**config.mk**
```make
export PLATFORM = sky130hd
export DESIGN_NAME = sfp_tx_control_status
export DESIGN_NICKNAME = d
export VERILOG_FILES = /design/src/design/sfp_ctl_pkg.sv /design/src/design/sfp_tx_control_status.sv /design/src/design/laser_guard.sv
export VERILOG_INCLUDE_DIRS = /design/src /design/src/design
export SDC_FILE = /design/constraint.sdc
export NUM_CORES = 1
export LEC_CHECK = 0
export BUFFER_PORTS_ARGS = -buffer_cell sky130_fd_sc_hd__buf_4
export CAP_MARGIN = 30
export CORE_ASPECT_RATIO = 1.25
export CORE_MARGIN = 8
export CORE_UTILIZATION = 60
export CTS_BUF_LIST = sky130_fd_sc_hd__clkbuf_4
export DETAILED_ROUTE_END_ITERATION = 10
export PLACE_DENSITY = 0.78
export SLEW_MARGIN = 20
export SYNTH_ARGS = -nofsm -noshare
export SYNTH_HDL_FRONTEND = slang
export SYNTH_SLANG_ARGS = --single-unit
```
**constraint.sdc**
```tcl
create_clock -name mclk_in -period 6.65 [get_ports mclk_in]
set_clock_uncertainty 0.1 [all_clocks]
set_input_delay 1.995 -clock mclk_in [delete_from_list [all_inputs] [get_ports mclk_in]]
set_output_delay 1.995 -clock mclk_in [all_outputs]
set_load 0.1 [all_outputs]
```
**src/design/sfp_ctl_defs.svh**
```systemverilog
// Constants for the transceiver transmit control and status block
`ifndef SFP_CTL_DEFS_SVH
`define SFP_CTL_DEFS_SVH

// ----------------------------------------------------------------
// Management space on the 2-wire bus
// ----------------------------------------------------------------
`define DEV_ADDR7        7'h51
`define CTRL_OFFSET      8'h6E
`define PTR_STEP         8'h01
`define BYTE_ZERO        8'h00

// ----------------------------------------------------------------
// Field positions inside the control and status byte
// ----------------------------------------------------------------
`define BIT_PIN_STATE    7
`define BIT_SOFT_OFF     6
`define BIT_FAULT        2
`define BIT_SIG_ABSENT   1

// ----------------------------------------------------------------
// Options and bit counters
// ----------------------------------------------------------------
`define DIAG_MONITORING  1'h1
`define BITCNT_ZERO      4'h0
`define BITCNT_STEP      4'h1
`define BITCNT_LAST      4'h7
`define BITCNT_FULL      4'h8

`endif

```
**src/design/sfp_ctl_pkg.sv**
```systemverilog
// Types shared by the transceiver transmit control and status block
`default_nettype none

package sfp_ctl_pkg;

  // ----------------------------------------------------------------
  // Serial slave states, one-hot
  // ----------------------------------------------------------------
  typedef enum logic [6:0] {
    ST_IDLE  = 7'h01,
    ST_ADDR  = 7'h02,
    ST_OFFS  = 7'h04,
    ST_WDATA = 7'h08,
    ST_ACK   = 7'h10,
    ST_RDATA = 7'h20,
    ST_MACK  = 7'h40
  } wire_state_e;

  // ----------------------------------------------------------------
  // Module state records
  // ----------------------------------------------------------------
  typedef struct packed {
    logic        scl_q;
    logic        sda_q;
    wire_state_e st;
    wire_state_e after;
    logic [3:0]  bitcnt;
    logic [7:0]  shreg;
    logic [7:0]  ptr;
    logic        nack;
    logic        oe;
    logic        soft_off;
    logic        sig_absent;
  } serial_s;

  typedef struct packed {
    logic pin;
    logic eff;
    logic fault;
    logic en;
  } guard_s;

endpackage

`default_nettype wire

```
**src/design/sfp_tx_control_status.sv**
```systemverilog
// Transceiver low-speed control, status pins and management byte slave
`timescale 1ns/1ps
`default_nettype none
`include "sfp_ctl_defs.svh"

// Function
// - Shutdown pin high turns transmitter off
// - Undriven shutdown pin counts as asserted
// - Software shutdown bit ORed with pin
// - Pin state readable in control byte
// - Laser fault raises fault output, stops laser
// - Fault output low normally, high on fault
// - Fault latched until shutdown toggle or reset
// - Fault mirrored into control byte
// - Unsafe optical power stops laser, flags fault
// - Signal-loss output high when input unusable
// - Signal loss mirrored into control byte
// - Control byte lives at serial address A2
module sfp_tx_control_status
  import sfp_ctl_pkg::*;
(
  input  wire logic mclk_in,
  input  wire logic rst_in,
  input  wire logic tx_shutdown_in,
  input  wire logic laser_fault_in,
  input  wire logic power_unsafe_in,
  input  wire logic rx_level_bad_in,
  input  wire logic scl_in,
  input  wire logic sda_in,
  output logic      sda_out,
  output logic      sda_oe_out,
  output logic      laser_enable_out,
  output logic      tx_fault_out,
  output logic      receive_signal_absent_out
);

  // ----------------------------------------------------------------
  // Byte decode helpers
  // ----------------------------------------------------------------
  // True when the pointer selects the control and status byte
  function automatic logic hits_ctrl(input logic [7:0] ptr);
    return ptr == `CTRL_OFFSET;
  endfunction

  // Read data for a pointer; the rest of the space reads as zero
  function automatic logic [7:0] read_byte(input logic [7:0] ptr,
                                           input logic [7:0] ctrl);
    return hits_ctrl(ptr) ? ctrl : `BYTE_ZERO;
  endfunction

  serial_s    s;
  serial_s    n;
  logic       pin_state;
  logic       fault_latched;
  logic [7:0] ctrl_byte;
  logic [7:0] rd_byte;
  logic       scl_rise;
  logic       scl_fall;
  logic       start;
  logic       stop;

  // ----------------------------------------------------------------
  // Transmit guard
  // ----------------------------------------------------------------
  laser_guard u_guard (
    .mclk_in           (mclk_in),
    .rst_in            (rst_in),
    .shutdown_pin_in   (tx_shutdown_in),
    .soft_off_in       (s.soft_off),
    .fault_detect_in   (laser_fault_in),
    .unsafe_power_in   (power_unsafe_in),
    .pin_state_out     (pin_state),
    .fault_latched_out (fault_latched),
    .laser_enable_out  (laser_enable_out)
  );

  // ----------------------------------------------------------------
  // Control and status byte image
  // ----------------------------------------------------------------
  // Live status bits plus the stored software shutdown bit
  always_comb begin
    ctrl_byte                  = `BYTE_ZERO;
    ctrl_byte[`BIT_PIN_STATE]  = pin_state;
    ctrl_byte[`BIT_SOFT_OFF]   = s.soft_off;
    ctrl_byte[`BIT_FAULT]      = fault_latched;
    ctrl_byte[`BIT_SIG_ABSENT] = s.sig_absent & `DIAG_MONITORING;
    rd_byte                    = read_byte(s.ptr, ctrl_byte);
  end

  // Bus line events seen against the previous samples
  assign scl_rise = scl_in & ~s.scl_q;
  assign scl_fall = ~scl_in & s.scl_q;
  assign start    = scl_in & s.scl_q & s.sda_q & ~sda_in;
  assign stop     = scl_in & s.scl_q & ~s.sda_q & sda_in;

  // ----------------------------------------------------------------
  // Serial slave next state
  // ----------------------------------------------------------------
  // Byte engine: address, offset, write data, read data and acks
  always_comb begin
    n            = s;
    n.scl_q      = scl_in;
    n.sda_q      = sda_in;
    n.sig_absent = rx_level_bad_in;
    if (start) begin
      n.st     = ST_ADDR;
      n.bitcnt = `BITCNT_ZERO;
      n.oe     = 1'h0;
    end else if (stop) begin
      n.st = ST_IDLE;
      n.oe = 1'h0;
    end else begin
      case (s.st)
        ST_ADDR, ST_OFFS, ST_WDATA: begin
          if (scl_rise) begin
            n.shreg  = {s.shreg[6:0], sda_in};
            n.bitcnt = s.bitcnt + `BITCNT_STEP;
          end else if (scl_fall && s.bitcnt == `BITCNT_FULL) begin
            n.bitcnt = `BITCNT_ZERO;
            n.oe     = 1'h1;
            n.st     = ST_ACK;
            n.after  = ST_WDATA;
            if (s.st == ST_ADDR) begin
              // Only the diagnostic space address is answered
              if (s.shreg[7:1] == `DEV_ADDR7) begin
                n.after = s.shreg[0] ? ST_RDATA : ST_OFFS;
              end else begin
                n.oe = 1'h0;
                n.st = ST_IDLE;
              end
            end else if (s.st == ST_OFFS) begin
              n.ptr = s.shreg;
            end else begin
              // Only the software shutdown bit takes a write
              if (hits_ctrl(s.ptr)) begin
                n.soft_off = s.shreg[`BIT_SOFT_OFF];
              end
              n.ptr = s.ptr + `PTR_STEP;
            end
          end
        end
        ST_ACK: begin
          if (scl_fall) begin
            n.oe = 1'h0;
            n.st = s.after;
            if (s.after == ST_RDATA) begin
              n.shreg  = rd_byte;
              n.oe     = ~rd_byte[7];
              n.ptr    = s.ptr + `PTR_STEP;
              n.bitcnt = `BITCNT_ZERO;
            end
          end
        end
        ST_RDATA: begin
          if (scl_fall) begin
            if (s.bitcnt == `BITCNT_LAST) begin
              n.oe     = 1'h0;
              n.st     = ST_MACK;
              n.bitcnt = `BITCNT_ZERO;
            end else begin
              n.shreg  = {s.shreg[6:0], 1'h0};
              n.oe     = ~s.shreg[6];
              n.bitcnt = s.bitcnt + `BITCNT_STEP;
            end
          end
        end
        ST_MACK: begin
          if (scl_rise) begin
            n.nack = sda_in;
          end else if (scl_fall) begin
            if (s.nack) begin
              n.st = ST_IDLE;
            end else begin
              n.shreg  = rd_byte;
              n.oe     = ~rd_byte[7];
              n.ptr    = s.ptr + `PTR_STEP;
              n.st     = ST_RDATA;
            end
          end
        end
        default: begin
          n.oe = 1'h0;
        end
      endcase
    end
  end

  // ----------------------------------------------------------------
  // State register
  // ----------------------------------------------------------------
  // Bus lines idle high; software shutdown clear after reset
  always_ff @(posedge mclk_in) begin
    if (rst_in) begin
      s <= '{scl_q: 1'h1, sda_q: 1'h1, st: ST_IDLE, after: ST_IDLE,
             bitcnt: `BITCNT_ZERO, shreg: `BYTE_ZERO, ptr: `BYTE_ZERO,
             nack: 1'h0, oe: 1'h0, soft_off: 1'h0, sig_absent: 1'h0};
    end else begin
      s <= n;
    end
  end

  // Open-drain data line only ever pulls low
  assign sda_out                   = 1'h0;
  assign sda_oe_out                = s.oe;
  assign tx_fault_out              = fault_latched;
  assign receive_signal_absent_out = s.sig_absent;

  // ----------------------------------------------------------------
  // Checks
  // ----------------------------------------------------------------
  fault_pin_a: assert property (
    @(posedge mclk_in) disable iff (rst_in)
    laser_fault_in |=> (tx_fault_out && !laser_enable_out))
    else $error("fault pin not raised after laser fault");

  power_trip_a: assert property (
    @(posedge mclk_in) disable iff (rst_in)
    power_unsafe_in |=> (tx_fault_out && !laser_enable_out) [*2])
    else $error("unsafe power did not trip transmitter");

  loss_follow_a: assert property (
    @(posedge mclk_in) disable iff (rst_in)
    1'h1 |=> (receive_signal_absent_out == $past(rx_level_bad_in)))
    else $error("signal loss output does not follow detector");

  loss_mirror_a: assert property (
    @(posedge mclk_in) disable iff (rst_in)
    receive_signal_absent_out |-> ctrl_byte[`BIT_SIG_ABSENT])
    else $error("signal loss not mirrored in status byte");

  fault_mirror_a: assert property (
    @(posedge mclk_in) disable iff (rst_in)
    laser_fault_in |=> ctrl_byte[`BIT_FAULT])
    else $error("fault not mirrored in status byte");

  addr_reject_a: assert property (
    @(posedge mclk_in) disable iff (rst_in)
    (s.st == ST_ADDR && scl_fall && !start && !stop && s.bitcnt == `BITCNT_FULL
     && s.shreg[7:1] != `DEV_ADDR7) |=> (!sda_oe_out && s.st == ST_IDLE))
    else $error("foreign device address was acknowledged");

  pin_readout_a: assert property (
    @(posedge mclk_in) disable iff (rst_in)
    (s.st == ST_ACK && s.after == ST_RDATA && scl_fall && !start && !stop
     && hits_ctrl(s.ptr)) |=> (sda_oe_out == !$past(pin_state)))
    else $error("first read bit does not show shutdown pin");

  soft_write_a: assert property (
    @(posedge mclk_in) disable iff (rst_in)
    (s.st == ST_WDATA && scl_fall && !start && !stop && s.bitcnt == `BITCNT_FULL
     && hits_ctrl(s.ptr) && s.shreg[`BIT_SOFT_OFF]) |=> ##1 !laser_enable_out)
    else $error("software shutdown write did not stop laser");

endmodule

`default_nettype wire

```
**src/design/laser_guard.sv**
```systemverilog
// Transmit shutdown combining, fault latch and laser enable
`timescale 1ns/1ps
`default_nettype none
`include "sfp_ctl_defs.svh"

module laser_guard
  import sfp_ctl_pkg::*;
(
  input  wire logic mclk_in,
  input  wire logic rst_in,
  input  wire logic shutdown_pin_in,
  input  wire logic soft_off_in,
  input  wire logic fault_detect_in,
  input  wire logic unsafe_power_in,
  output logic      pin_state_out,
  output logic      fault_latched_out,
  output logic      laser_enable_out
);

  guard_s s;
  guard_s n;
  logic   eff;
  logic   hit;
  logic   clear_seq;

  // ----------------------------------------------------------------
  // Next state
  // ----------------------------------------------------------------
  // Shutdown sources ORed; fault sources set the latch
  always_comb begin
    eff       = s.pin | soft_off_in;
    hit       = fault_detect_in | unsafe_power_in;
    clear_seq = s.eff & ~eff;
    n         = s;
    n.pin     = shutdown_pin_in;
    n.eff     = eff;
    // Set wins over the toggle clear, so a lasting fault re-latches
    n.fault   = hit | (s.fault & ~clear_seq);
    n.en      = ~(eff | n.fault);
  end

  // Pin sample resets high so an undriven input keeps the laser off
  always_ff @(posedge mclk_in) begin
    if (rst_in) begin
      s <= '{pin: 1'h1, eff: 1'h1, fault: 1'h0, en: 1'h0};
    end else begin
      s <= n;
    end
  end

  // Outputs straight from flip-flops
  assign pin_state_out     = s.pin;
  assign fault_latched_out = s.fault;
  assign laser_enable_out  = s.en;

  // ----------------------------------------------------------------
  // Checks
  // ----------------------------------------------------------------
  pin_off_a: assert property (
    @(posedge mclk_in) disable iff (rst_in)
    shutdown_pin_in |-> ##2 !laser_enable_out)
    else $error("laser on two cycles after shutdown pin high");

  pin_default_a: assert property (
    @(posedge mclk_in)
    rst_in |=> (!laser_enable_out && pin_state_out))
    else $error("laser not held off after reset");

  soft_off_a: assert property (
    @(posedge mclk_in) disable iff (rst_in)
    soft_off_in |=> !laser_enable_out)
    else $error("laser on while software shutdown set");

  fault_set_a: assert property (
    @(posedge mclk_in) disable iff (rst_in)
    hit |=> (fault_latched_out && !laser_enable_out))
    else $error("fault did not latch and stop laser");

  fault_hold_a: assert property (
    @(posedge mclk_in) disable iff (rst_in)
    (fault_latched_out && !clear_seq) |=> fault_latched_out)
    else $error("fault latch dropped without a toggle");

  toggle_clear_a: assert property (
    @(posedge mclk_in) disable iff (rst_in)
    (fault_latched_out && clear_seq && !hit) |=> !fault_latched_out)
    else $error("fault latch not cleared by shutdown toggle");

  laser_on_a: assert property (
    @(posedge mclk_in) disable iff (rst_in)
    (!eff && !n.fault) |=> laser_enable_out)
    else $error("laser stayed off with no cause");

endmodule

`default_nettype wire

```
# ---- Word-level counts from Yosys, hierarchy flattened
# Index checks and enable logic that the tools add are counted.
dict set report word_totals {
  output_inout_bits 5
  wordCells 141
  reg_bits 44
  inputBits 8
}
dict set report op_classes {
  n_addsub 2
  mux 48
  n_eq_ne 31
  n_bitwise 27
  n_reduce_logical 17
}
# op n
set op_table {}
lappend op_table {{8-bit two-way mux} 7}
lappend op_table {{16-bit two-way mux} 3}
lappend op_table {{20-bit two-way mux} 2}
lappend op_table {{7-bit two-way mux} 5}
lappend op_table {{8-bit case mux with 4 select lines} 1}
lappend op_table {{14-bit two-way mux} 2}
lappend op_table {{4-bit != test (second input constant)} 7}
lappend op_table {{7-bit case mux with 4 select lines} 1}
lappend op_table {{2-bit != test (second input constant)} 12}
lappend op_table {{8-bit case mux with 3 select lines} 1}
lappend op_table {{8-bit AND reduction} 3}
lappend op_table {{11-bit AND reduction} 2}
lappend op_table {{18-bit two-way mux} 1}
lappend op_table {{6-bit two-way mux} 3}
lappend op_table {{7-bit by 6-bit == test with 1-bit output (second input constant)} 2}
lappend op_table {{7-bit == test (second input constant)} 2}
lappend op_table {{1-bit NOT} 14}
lappend op_table {{1-bit two-way mux} 12}
lappend op_table {{12-bit two-way mux} 1}
lappend op_table {{4-bit case mux with 3 select lines} 1}
lappend op_table {{1-bit AND} 9}
lappend op_table {{8-bit by 1-bit adder with 8-bit output (second input constant)} 1}
lappend op_table {{8-bit by 7-bit == test with 1-bit output (second input constant)} 1}
lappend op_table {{2-bit two-way mux} 4}
lappend op_table {{22 further kinds} 28}

# ---- Longest topological paths before layout
# Gate-level depths: netlist of run 1.
dict set report logic_depth {
  depth_word 8
  mapped_depth 9
  depth_no_buf 8
}

# ---- Modules after synthesis
# A second synthesis of run 1 with hierarchy kept.
dict set report hier_totals {
  hier_cells 319
  area_unflattened_um2 2627.5
}
# module cells_each area_each_um2 n_inst
set modules_own_cells {}
lappend modules_own_cells {sfp_tx_control_status 308 2479.9 1}
lappend modules_own_cells {laser_guard 11 147.6 1}

# ---- Least setup slack after synthesis of run 1
# No wires, ideal clock.
dict set report synth_timing {
  kind {input-to-reg}
  startpoint {in scl_in}
  endpoint {reg s[23] in the netlist's numbering}
  n_path_buf 1
  t_arrival_ns 3.525
  setup_time_ns 0.070
  stages 7
  required_time_ns 6.480
  path_slack_ns 2.955
  path_cell_list {nand2b_1 clkbuf_1 nor3_1 o21ba_1 o221ai_2 or4_1 a21oi_1}
}
dict set report synth_via {
  elab_chain_len 5
  word_cells_on_any_way 17
  cone_classes {3 x eq/ne; 2 x mux; 9 x bitwise; 3 x reduce/logical}
}
# item line
set synth_lines {}
lappend synth_lines {{from (decl)} sfp_tx_control_status.sv:28} ;# input wire logic scl_in,
lappend synth_lines {{1-bit NOT / 1-bit AND (equally long branches)} {sfp_tx_control_status.sv:92, sfp_tx_control_status.sv:93, sfp_tx_control_status.sv:94}}
lappend synth_lines {{1-bit AND, on equally long branches} {sfp_tx_control_status.sv:92, sfp_tx_control_status.sv:94}}
lappend synth_lines {{1-bit logical AND (no line) / 1-bit AND (equally long branches)} n/a}
lappend synth_lines {{3-bit != test (no line) / 1-bit NOT (equally long branches)} n/a}
lappend synth_lines {{6-bit AND reduction (no line)} n/a}
lappend synth_lines {{to (signal assigned)} sfp_tx_control_status.sv:194} ;# s <= '{scl_q: 1'h1, sda_q: 1'h1, st: ST_IDLE, after: ST_IDLE,
lappend synth_lines {{to (signal assigned)} sfp_tx_control_status.sv:198} ;# s <= n;
lappend synth_lines {{to (decl)} sfp_tx_control_status.sv:51} ;# serial_s s;
# Several ways; a longest one is shown, not always the timed one.
# A chain may end at the register's enable or synchronous reset.

# ---- Worst setup path in the final report of run 1
# Ends and elaborated chain as after synthesis.

==> results.txt, run 1 <==
- After technology mapping, the gate count stands at 319.
- STA classifies the critical path endpoint as a flop.
- Iteration-0 DRC Markers: 193
- Fill cell total of the finished layout: 381
- Routed wire length: 5.93 mm
- The path class of the tightest hold or removal check is flop to flop.
- TritonCTS built the clock tree.
- Core Box Area: 4030 um^2
- Of the total synthesized cell area, the portion taken by full adders, half adders and majority gates is 0.0202.
- IO buf count: 11
- Before antenna repair, the detailed router went through 4 iterations.
- Cell internal power was estimated by the tool at 0.000341 W.
* Compound-cell area share of the yosys netlist: 0.205
- Register bit total from synthesis: 41
* Via count of the first global-routing pass: 2189
- Upper clock frequency limit: 0.276 GHz
- Post-CTS setup-driven buffer insertion count: 0
- Half-perimeter wire length of the detailed placement result: 4.43 mm
* Diode insertion count for antenna repair: 0
- Met3 usage in global routing: 0.0435
* Fraction of power spent switching nets: 0.257
- Cts-stage hold buffer count: 0
- Adding up every negative setup slack in the final design gives 0 ns.
- Remaining global-route overflow: 0
- Timing analysis after detailed placement gives a worst setup slack of approximately 2.7 ns.
- The analysis attributes to net switching a power of 0.000118 W.
- Clock-pin slew of the registers on the worst-case setup and hold paths: 0.12 ns
- The area growth from synthesis to layout is 5.16%.
- Sequential Power Share: 0.551
- The total count of max-transition violations in the final report is 0.
- In the routed design, unresolved DRC markers number 0.
- Family with the most delay on the worst path: simple AND/OR/NAND/NOR gates
- Cells traversed along the worst timing path: buf_4 -> nand2b_1 -> nor3_1 -> o21ba_1 -> o221ai_2 -> or4_1 -> a21oi_1
- Of the total power, combinational logic draws 0.086.
* Multiplexer area fraction after synthesis: 0.0379
* Cts repair resizes: 0
- The largest individual stage delay along the critical path comes from the cell sky130_fd_sc_hd__or4_1.
- Registers take 821 um^2.
* Area enclosed by the die boundary: 6450 um^2
* Worst path max stage delay: 0.53 ns
- Top post-synthesis cells by area: sky130_fd_sc_hd__dfxtp_1, sky130_fd_sc_hd__nand2_1, sky130_fd_sc_hd__nor2_1
- Num CTS Buffers: 5
- The initial utilization of the core area, before any placement, comes to 0.614.
- Wire length per cell after detailed routing: between 15 and 20 um
- Post-route setup slack: 3.03 ns
- Least-Margin Pin Slew: 0.855 ns
* Global route hottest layer: met2
* Average cell area after synthesis: slightly below 8 um^2
- The longest clock path from root to sink contains 2 buffers.
* Number of synthesis warnings: 0
* Io pins: 13
* Vias per cell: 6.11
- Library cell with the largest summed area after synthesis: sky130_fd_sc_hd__dfxtp_1
* Chip Width: 73.4 um
- The worst setup path is of the input port to flop kind.
- The first global-routing pass estimated 10.2 mm of wire.
- Counting distinct cell types in the post-synthesis netlist gives 60.
- Relative contribution of the clock network to total power: 0.363
- Data arrival time of the critical path: 3.82 ns
* Routed via count: 2279
- Data on the critical path is required at its endpoint by roughly 6.9 ns.
- Of the total synthesized cell area, the portion taken by AND, OR, NAND and NOR gates is 0.332.
- For this design the static power due to leakage is 0.917 nW.
- Of the cells placed in the final design, the portion with a size suffix greater than 1 is 0.107.
* Source-to-sink clock delay at the later pin of the worst-skew pair: roughly 0.37 ns
- Power per standard cell area: 176 nW/um^2
* Crit path launch type: input port
- Entering global routing, the biggest net connects 33 pins.
- Setup violations remaining at the end of the flow were counted as 0.
- The net count of the finished layout is between 300 and 400.
* Routability congestion estimate: 1.07
- Antenna Violating Nets Remaining: 0
* Xor/xnor cell area share of the yosys netlist: 0.0142
- Area share of the largest cell type after synthesis: 0.332
- In the synthesized netlist the async set-or-reset flop fraction comes to 0.
- IR analysis of the VDD net gives a maximum drop of about 0.12 mV.
- Die span in y: 87.8 um
- For met2 alone, demand over resource in global routing was 0.349.
* All-layer global routing usage: 0.201
* Commonest cells in the synthesized netlist: sky130_fd_sc_hd__dfxtp_1, sky130_fd_sc_hd__nand2_1, sky130_fd_sc_hd__nor2_1
- Number of enable-type register cells in the synthesized netlist: 0
- Rel. slew slack: 0.425
* Met1 layer usage reported by global route: 0.219
- Minimum clock period: 3.62 ns
- Max_cap viols: 0
- CTS placed an instance of sky130_fd_sc_hd__clkbuf_4 at the clock tree root.
* Run status: finished clean
* Crit path max fanout: 9
- The number of nets in the synthesized netlist is 331.
* Share of the yosys chip area belonging to registers: 0.332
* Multi-input logic area: 1510 um^2
- The initialized floorplan defines 26 standard-cell rows.
* Synthesized area: 2470 um^2
* Prevailing post-synth register cell: sky130_fd_sc_hd__dfxtp_1
* Number of sinks driven by the clock tree: 41
* CTS H-Tree Depth: 2
- By area, the combinational part of the netlist is dominated by simple AND/OR/NAND/NOR gates.
- In the finished design, the share of the clock period the worst path needs comes to 0.544.
- Final Hold Viols: 0
- Number of antenna violations at the first check in global routing: 0
- Count of buffer and inverter cells on the critical path: 1
- Setup repair after global routing left no endpoint under its margin.
==> worst reg2reg max path, stage by stage, from the launching register on <==
cell and delay [ns]:
sky130_fd_sc_hd__dfxtp_1 0.77, sky130_fd_sc_hd__nor3_1 0.27, sky130_fd_sc_hd__and3_1 0.29, sky130_fd_sc_hd__a221oi_1 0.47, sky130_fd_sc_hd__nand3_1 0.49, sky130_fd_sc_hd__mux2_1 0.47, sky130_fd_sc_hd__nor2_1 0.08
==> cell type report <==
class | instances | share of cell area
clock buffers | 5 | 0.0144
clock inverters | 3 | 0.0178
inverters | 9 | 0.0130
multi-input cells | 248 | 0.581
flip-flops and latches | 41 | 0.315
well taps | 56 | 0.0269
repair buffers | 11 | 0.0317
==> stage by stage <==
step	instance area, um^2	std cells	total power, W	util	hold slack, ns
after detailed placement	2520	365	0.000297	0.624	0.367
after global routing	2600	373	0.000478	0.645	0.404
after global placement	2520	365	0.000297	0.624	0.360
final	2600	373	0.000458	0.645	0.382
after CTS	2600	373	0.000461	0.645	0.383
after floorplan	2470	319	0.000288	-	0.341
==> worst paths after layout <==
| kind | cells after the start | startpoint | slack [ns] | to |
|---|---|---|---|---|
| max | 7 | scl_in | 3.03 | s[23] |
| min | 2 | s[11] | 0.38 | s[11] |
| max reg2reg | 6 | s[36] | 3.66 | s[17] |
| min reg2reg | 2 | s[11] | 0.38 | s[11] |
==> layer usage <==
layer  wire, um  part of all wire
met5          0                 0
met4        243             0.041
met3        226             0.038
met2       3090              0.52
met1       2370              0.40
==> state kept, by name, summed over array words and instances (netlist names) <==
| name | count |
|---|---|
| u_guard.s | 1 |
| s | 34 |
| ctrl_byte | 1 |
| u_guard.fault_latched_out | 1 |
| receive_signal_absent_out | 1 |
| sda_oe_out | 1 |
| u_guard.pin_state_out | 1 |
| u_guard.laser_enable_out | 1 |
==> layout by cell type (no fill, tap or decap), types with 4 or more instances in the layout <==
cell type / Yosys / layout
sky130_fd_sc_hd__dfxtp_1: 41 / 41
sky130_fd_sc_hd__or3_1: 5 / 5
sky130_fd_sc_hd__inv_1: 9 / 9
sky130_fd_sc_hd__a21oi_1: 22 / 22
sky130_fd_sc_hd__o211ai_1: 5 / 5
sky130_fd_sc_hd__o31ai_1: 4 / 4
sky130_fd_sc_hd__nand3_1: 8 / 8
sky130_fd_sc_hd__nor2b_1: 7 / 7
sky130_fd_sc_hd__nand4_1: 6 / 6
sky130_fd_sc_hd__buf_4: 2 / 11
sky130_fd_sc_hd__nor2_1: 31 / 31
sky130_fd_sc_hd__mux2i_1: 6 / 6
sky130_fd_sc_hd__or2_2: 4 / 4
sky130_fd_sc_hd__o21ai_1: 9 / 9
sky130_fd_sc_hd__and3_1: 4 / 4
sky130_fd_sc_hd__o21ai_0: 14 / 14
sky130_fd_sc_hd__ha_1: 4 / 4
sky130_fd_sc_hd__nor3_1: 7 / 7
sky130_fd_sc_hd__clkbuf_4: 0 / 5
sky130_fd_sc_hd__nand2_1: 41 / 41
sky130_fd_sc_hd__nand2b_1: 9 / 9
==> power groups by stage <==
stage / combinational [W] / clock [W] / sequential [W]
finish: 0.0000393 / 0.000167 / 0.000253
CTS: 0.0000392 / 0.000170 / 0.000253
global route: 0.0000425 / 0.000182 / 0.000253
global placement: 0.0000387 / 0 / 0.000258
detailed placement: 0.0000389 / 0 / 0.000258
floorplan: 0.0000250 / 0 / 0.000263
==> kinds of logic after synthesis <==
kind of cell | Yosys count
flip-flops | 41
AND/OR/NAND/NOR | 151
AO/OA/AOI/OAI | 79
buffers and inverters | 30
adder cells (fa/ha/maj) | 4
multiplexers | 9
XOR/XNOR | 4
other | 1
(Power assumes the default switching activity.)
==> inputs of run 2 (changes only) <==
--- a/config.mk
+++ b/config.mk
@@ -6,11 +6,12 @@
 export SDC_FILE = /design/constraint.sdc
 export NUM_CORES = 1
 export LEC_CHECK = 0
+export ABC_AREA = 1
 export BUFFER_PORTS_ARGS = -buffer_cell sky130_fd_sc_hd__buf_4
 export CAP_MARGIN = 30
 export CORE_ASPECT_RATIO = 1.25
 export CORE_MARGIN = 8
-export CORE_UTILIZATION = 60
+export CORE_UTILIZATION = 57
 export CTS_BUF_LIST = sky130_fd_sc_hd__clkbuf_4
 export DETAILED_ROUTE_END_ITERATION = 10
 export PLACE_DENSITY = 0.78
==> constraint.sdc (replaced) <==
create_clock -name mclk_in -period 3 [get_ports mclk_in]
set_clock_uncertainty 0.1 [all_clocks]
set_input_delay 0.9 -clock mclk_in [delete_from_list [all_inputs] [get_ports mclk_in]]
set_output_delay 0.9 -clock mclk_in [all_outputs]
set_load 0.1 [all_outputs]
==> results.txt, run 2 <==
- Run status: finished clean
* Share of post-route cells with drive strength above 1: 0.115
* Hold Path Class: flop to flop
- Number of sinks driven by the clock tree: 41
- Max_cap viols: 0
- The register with the most flip-flops in the layout has 34 of them.
- The die covers 6620 um^2.
* Most common cell in the netlist: sky130_fd_sc_hd__nand2_1
- After detailed routing, the number of remaining DRC violations is 0.
- Synthesis produced 386 cells.
* Register bit total from synthesis: 41
* Count of unique library cells instantiated by Yosys: 33
* Vias per cell: 5.16
- CTS H-Tree Depth: 2
- Cell at the root of the clock tree: sky130_fd_sc_hd__clkbuf_4
- Half-perimeter wire length of the detailed placement result: between 4 and 5 mm
* Hold Worst Slack: 0.386 ns
- Yosys attributes the largest share of cell area to sky130_fd_sc_hd__dfxtp_1, sky130_fd_sc_hd__nand2_1, sky130_fd_sc_hd__nor2_1.
* Chip Width: 74.4 um
- Worst IR drop on VDD: between 0.2 and 0.25 mV
- After layout, the worst setup slack is about 0.80 ns.
- The worst setup path is captured at a flop.
* Via count of the first global-routing pass: about 2200
* Commonest non-fill, non-tap cells in the layout: sky130_fd_sc_hd__nand2_1, sky130_fd_sc_hd__nor2_1, sky130_fd_sc_hd__inv_1
- After synthesis, the mean cell area works out to 6.29 um^2.
* Reg2reg end: s[8]
- Number of detailed-route iterations in the first pass: 4
- After global routing the overflow that remains totals 0.
- Post-CTS setup-driven buffer insertion count: 0
- Library cell with the largest summed area after synthesis: sky130_fd_sc_hd__dfxtp_1
- Number of synthesis warnings: 0
- From bottom edge to top edge, the die measures roughly 89 um.
- Clock-pin slew was measured on the worst setup and hold paths at 0.14 ns.
- Data arrival time of the critical path: roughly 2.4 ns
- Required @ worst endpoint: 3.18 ns
- Num CTS Buffers: 5
- The total count of max-transition violations in the final report came to 0.
- In this run the power density over the cells is 481 nW/um^2.
* Number of endpoints failing setup at the final stage: 0
- Based on the critical path, the design can be clocked at up to 0.454 GHz.
- The worst hold path terminates at s[26].
- The routed layout has 2347 vias.
- Final Hold Viols: 0
- Iteration-0 DRC Markers: 198
- The initial utilization of the core area, before any placement, comes to 0.592.
- The most critical setup path has its startpoint at scl_in.
* Share of the clock period used by the worst path after layout: 0.734
* Min-delay src: s[26]
- s holds more flip-flops than any other register.
- In the global route stage, overall resource usage came out at 0.183.
- Largest buffer count on any clock path: 2
- Among all flip-flop cells after synthesis, the most frequent one is sky130_fd_sc_hd__dfxtp_1.
- The number of antenna violations at the first check in global routing came to 0.
- Diode insertion count for antenna repair: 0
- The library cell used most frequently in the layout, excluding fill and tap cells, is sky130_fd_sc_hd__nand2_1.
* Minimum clock period: 2.20 ns
- Source-to-sink clock delay at the later pin of the worst-skew pair: around 0.36 ns
- Antenna Violating Nets Remaining: 0
* Routability congestion estimate: 0.937
- Entering global routing, the biggest net connects 22 pins.
- The worst register-to-register path begins at s[34].
- For this block, the routed nets add up to 5.59 mm of wire.
* Internal reg-to-reg setup slack: 0.97 ns
- In this run the tightest slew margin relative to its limit is 0.573.
- The region available for standard cell placement spans 4100 um^2.
- The synthesized design contains 0 enable-type register cells.
- The worst hold path passes through 2 cells.
- Of all flip-flops after synthesis, the portion carrying an async set or reset was 0.
- The final layout contains between 400 and 500 nets.
- Counting tap cells, the placed design contains a total of 447 instances.
- Buffers placed on the I/O ports in this run total 11.
* Setup repair after global routing missed its margin: no
- Crit path launch type: input port
- In this run the worst path has a maximum fanout of 16.
- Synthesized area: 2430 um^2
* Cts repair resizes: 0
- Syn_nets: between 300 and 400
* Wire length of the first global-routing pass: 9.69 mm
- Sorting the synthesized cells by how often they occur yields sky130_fd_sc_hd__nand2_1, sky130_fd_sc_hd__nor2_1, sky130_fd_sc_hd__inv_1.
- Syn-to-layout area delta: 8.61%
- Measured in cells, the most critical reg-to-reg path has a length of 11.
- CTS tree: built
- Leakage power: 1.25 nW
* Least-Margin Pin Slew: 0.640 ns
* Setup TNS after final layout: 0 ns
- The share of the Yosys chip area taken by registers is 0.338.
* Io pins: 13
- The critical path in this run is classified as input port to flop.
- Before CTS, the worst setup slack after placement is 0.424 ns.
- Area share of the largest cell type after synthesis: 0.338
- The finished layout holds 455 standard cells, fillers aside.
- Cts-stage hold buffer count: 0
- After detailed routing, the average wire length per cell comes to 12.3 um.
- In this run the core area contains 26 standard-cell rows.
==> run 2: cell count changes after synthesis, sizes merged, moves of 6 or more <==
| cell | change |
|---|---|
| nand2 | +59 |
| nor2 | +52 |
| inv | +44 |
| nand3 | +24 |
| a21oi | -10 |
| clkbuf | -9 |
| nand2b | -9 |
| buf | -7 |
| nor2b | -7 |
| mux2i | -6 |
==> run 2: cells by family (layout without fill, tap and decap cells) <==
family | after synthesis | count (layout) | share of synthesized area
fa+ha+maj | 4 | 4 | 0.0206
flops | 41 | 41 | 0.338
compound gates | 43 | 43 | 0.0954
other cells | 1 | 1 | 0.00154
xor+xnor | 4 | 4 | 0.0144
buf+inv | 59 | 72 | 0.103
simple gates | 234 | 234 | 0.427
==> run 2: worst max-delay path by stage <==
stage / end / slack (ns) / depth (start not counted)
2_1_floorplan: s[15] / 0.76 / 12
3_3_place_gp: s[17] / 0.45 / 12
3_5_place_dp: s[18] / 0.42 / 12
4_1_cts: s[12] / 0.81 / 12
5_1_grt: s[26] / 0.61 / 10
6_report: s[12] / 0.80 / 12
==> run 2: critical path, stage by stage <==
cell and delay, ns:
sky130_fd_sc_hd__buf_4 0.11, sky130_fd_sc_hd__nand2_1 0.05, sky130_fd_sc_hd__inv_1 0.04, sky130_fd_sc_hd__nand3_1 0.13
sky130_fd_sc_hd__nand2_1 0.12, sky130_fd_sc_hd__inv_1 0.14, sky130_fd_sc_hd__nand3_1 0.09, sky130_fd_sc_hd__or2_4 0.26
sky130_fd_sc_hd__nor2_4 0.32, sky130_fd_sc_hd__nand2_1 0.10, sky130_fd_sc_hd__nand2_1 0.07, sky130_fd_sc_hd__nor2_1 0.04
==> run 2: layer usage <==
metal  share of wire  global-route usage  vias to the layer above
met1            0.43               0.204                     1049
met4           0.016              0.0607                        0
met3           0.039              0.0382                        9
met2            0.51               0.331                       47
met5               0                   0                        -
li1                -                   -                     1242
==> run 2: power breakdown <==
group / switching (W) / total [W] / leakage [nW] / internal, W
Clock: 0.000197 / 0.000460 / 0.0558 / 0.000262
Sequential: 0.0000258 / 0.000599 / 0.333 / 0.000573
Combinational: 0.000140 / 0.000208 / 0.857 / 0.0000679
==> run 2: area by class of cell <==
class,instances,area [um^2]
fill,407,1460
multi-input combinational,286,1360
sequential,41,821
inverter,53,199
timing repair buffer,11,82.6
tap,56,70.1
clock inverter,3,68.8
clock buffer,5,37.5
==> run 2: metrics by stage <==
stage / area [um^2] / total power, W / util
floorplan: 2430 / 0.000778 / -
global placement: 2530 / 0.000814 / 0.617
detailed placement: 2530 / 0.000819 / 0.617
CTS: 2640 / 0.00128 / 0.643
global route: 2640 / 0.00134 / 0.643
finish: 2640 / 0.00127 / 0.643
==> inputs of run 3 (changes only) <==
==> constraint.sdc (replaced) <==
create_clock -name mclk_in -period 2 [get_ports mclk_in]
set_clock_uncertainty 0.1 [all_clocks]
set_input_delay 0.6 -clock mclk_in [delete_from_list [all_inputs] [get_ports mclk_in]]
set_output_delay 0.6 -clock mclk_in [all_outputs]
set_load 0.1 [all_outputs]
==> results.txt, run 3 (same netlist as run 2, synthesis figures left out) <==
- Initial Util: 0.592
- Placed Cells incl. Taps: around 470
- The filler cells instantiated in the layout total 397.
- Minimum clock period: 1.85 ns
* Wire length per cell after detailed routing: 12.5 um
- For this block, the via count after detailed routing is 2499.
- After floorplanning, the core was divided into 26 placement rows.
* Share of the clock period used by the worst path after layout: 0.927
- The worst hold path belongs to the class input port to flop.
- The top cell types in the final layout, fill and taps aside, are sky130_fd_sc_hd__nand2_1, sky130_fd_sc_hd__nor2_1, sky130_fd_sc_hd__inv_1.
- Final Hold Viols: 0
- For the worst-skew pair, the clock arrives at the later sink with an insertion delay of 0.36 ns.
* Global route hottest layer: met2
* Antenna Violating Nets Remaining: 0
- The tree built by TritonCTS fans out to 41 sinks.
* Largest net degree at the start of global routing: 17
* Routability congestion estimate: around 0.96
- The number of global-route vias before repair came to 2465.
* Worst path max stage delay: between 0.4 and 0.5 ns
- The final layout contains routed wiring with a total length of 6.02 mm.
* Worst IR drop on VDD: 0.412 mV
- Num CTS Buffers: 5
- The startpoint identified for the worst register-to-register timing path is s[35].
- In this run the count of I/O pins placed on the die edge is 13.
- Setup repair after global routing could not meet its margin everywhere.
* Diode insertion count for antenna repair: 0
* Cell mode on critical path: sky130_fd_sc_hd__nand2_1
- For this block, the initial DRC count from the detailed router was 194.
- Hold Worst Slack: between 0.3 and 0.4 ns
- Using the TritonRoute via totals, the vias-per-cell ratio works out to 5.18.
- After clock tree synthesis, the flow added hold-fix buffers numbering 0.
* Met2 track demand over resource in global routing: 0.364
- The pre-antenna-repair detailed-routing pass consisted of 4 iterations.
- Cell with the largest stage delay on the worst path: sky130_fd_sc_hd__dfxtp_1
* Share of post-route cells with drive strength above 1: 0.181
* Capturing element type of the critical path: flop
* Max_cap viols: 0
- Area enclosed by the die boundary: ~6600 um^2
- Clock-pin slew of the registers on the worst-case setup and hold paths: about 0.13 ns
* Half-perimeter wire length of the detailed placement result: 4.75 mm
- Global routing finished with a remaining overflow of 0.
* Crit path max fanout: 16
* Post-route DRC: 0
- By startpoint and endpoint, the worst setup path is classified as flop to flop.
- Number of non-filler instances in the completed layout: 482
* All-layer global routing usage: 0.202
- Setup violations remaining at the end of the flow were counted as 0.
- Power per standard cell area: 596 nW/um^2
- Leakage power: 1.35 nW
- Cells traversed along the worst timing path: inv_1 -> nand3_1 -> nor2_1 -> nand2_1 -> buf_4 -> nand3_1 -> or2_4 -> nor2_4 -> buf_12 -> nand2_1 -> nand2_1 -> nor2_1
- Largest buffer count on any clock path: 2
- Chip Width: 74.4 um
- The worst setup path is launched from a flop.
- Largest register FFs: 34
* CP startpoint: s[35]
* Max-slew violation count: 0
- Post-layout net count: 437
- At the end of the flow the core is filled with cells to 0.685.
* Number of antenna violations at the first check in global routing: 0
- Cell at the root of the clock tree: sky130_fd_sc_hd__clkbuf_4
- TritonCTS built the clock tree.
* Data arrival time of the critical path: 2.02 ns
- The area growth from synthesis to layout is 15.7%.
- Most common cell after layout, fill and taps aside: sky130_fd_sc_hd__nand2_1
- The worst hold path begins at tx_shutdown_in.
* Run status: finished clean
- The region available for standard cell placement spans 4100 um^2.
- Die span in y: 89.0 um
- For met3 alone, demand over resource in global routing was 0.0415.
- CTS H-Tree Depth: 2
- Counting flops per register, the top entry is s.
* IO buf count: 11
* Wire length of the first global-routing pass: 10.6 mm
* Upper clock frequency limit: roughly 0.54 GHz
- Required @ worst endpoint: 2.17 ns
- For met1 alone, demand over resource in global routing was 0.213.
run 3: changes by cell type in the layout (fill, tap and decap cells not counted), sizes merged:
cell,before,now
clkinvlp,0,1
clkinv,0,2
bufinv,2,0
inv,54,53
buf,11,38
run 3: repair_timing:
| item | in CTS | in global routing |
|---|---|---|
| gates resized for setup | 0 | 4 |
| endpoints found under the hold margin | 0 | 0 |
| endpoints found under the setup margin | 0 | 12 |
| setup buffers | 0 | 0 |
run 3: report_power, final:
group	switching [W]	leakage (nW)	total (W)	internal, W
logic	0.000220	0.984	0.000350	0.000129
registers	0.0000397	0.333	0.000900	0.000860
clock network	0.000291	0.0310	0.000424	0.000133
total	0.000551	1.35	0.00167	0.00112
run 3: metrics by stage:
stage | instance area, um^2 | setup WS, ns | setup TNS (ns) | total power [W]
floorplan | 2430 | 0.0596 | 0 | 0.00117
global placement | 2750 | -0.0682 | -0.946 | 0.00126
detailed placement | 2750 | -0.0840 | -1.27 | 0.00127
CTS | 2800 | 0.135 | 0 | 0.00168
global route | 2810 | -0.0125 | -0.0148 | 0.00178
finish | 2810 | 0.146 | 0 | 0.00167
run 3: worst paths after layout:
check / to / slack [ns] / depth (start not counted)
hold / removal: u_guard.pin_state_out / 0.32 / 2
hold reg to reg: s[17] / 0.40 / 2
setup reg to reg: s[13] / 0.15 / 12
setup / recovery: s[13] / 0.15 / 12
run 3: cell type report:
type                    count  area [um^2]  area share
repair buffers             38          298       0.106
multi-input cells         286         1370       0.486
clock inverters             3         17.5     0.00624
well taps                  56         70.1      0.0250
flip-flops and latches     41          821       0.292
clock buffers               5         37.5      0.0134
inverters                  53          199      0.0709
run 3: critical path: cells and delay by family (launching register included):
kind,cells,cell delay (ns)
DFF,1,0.41
buffers and inverters,3,0.36
and+or+nand+nor,9,0.90
run 3: layer usage:
layer / wire, um / share of wire / vias up
met2: 3170 / 0.53 / 54
met5: 0 / 0 / -
li1: - / - / 1295
met3: 213 / 0.035 / 15
met4: 188 / 0.031 / 0
met1: 2450 / 0.41 / 1135
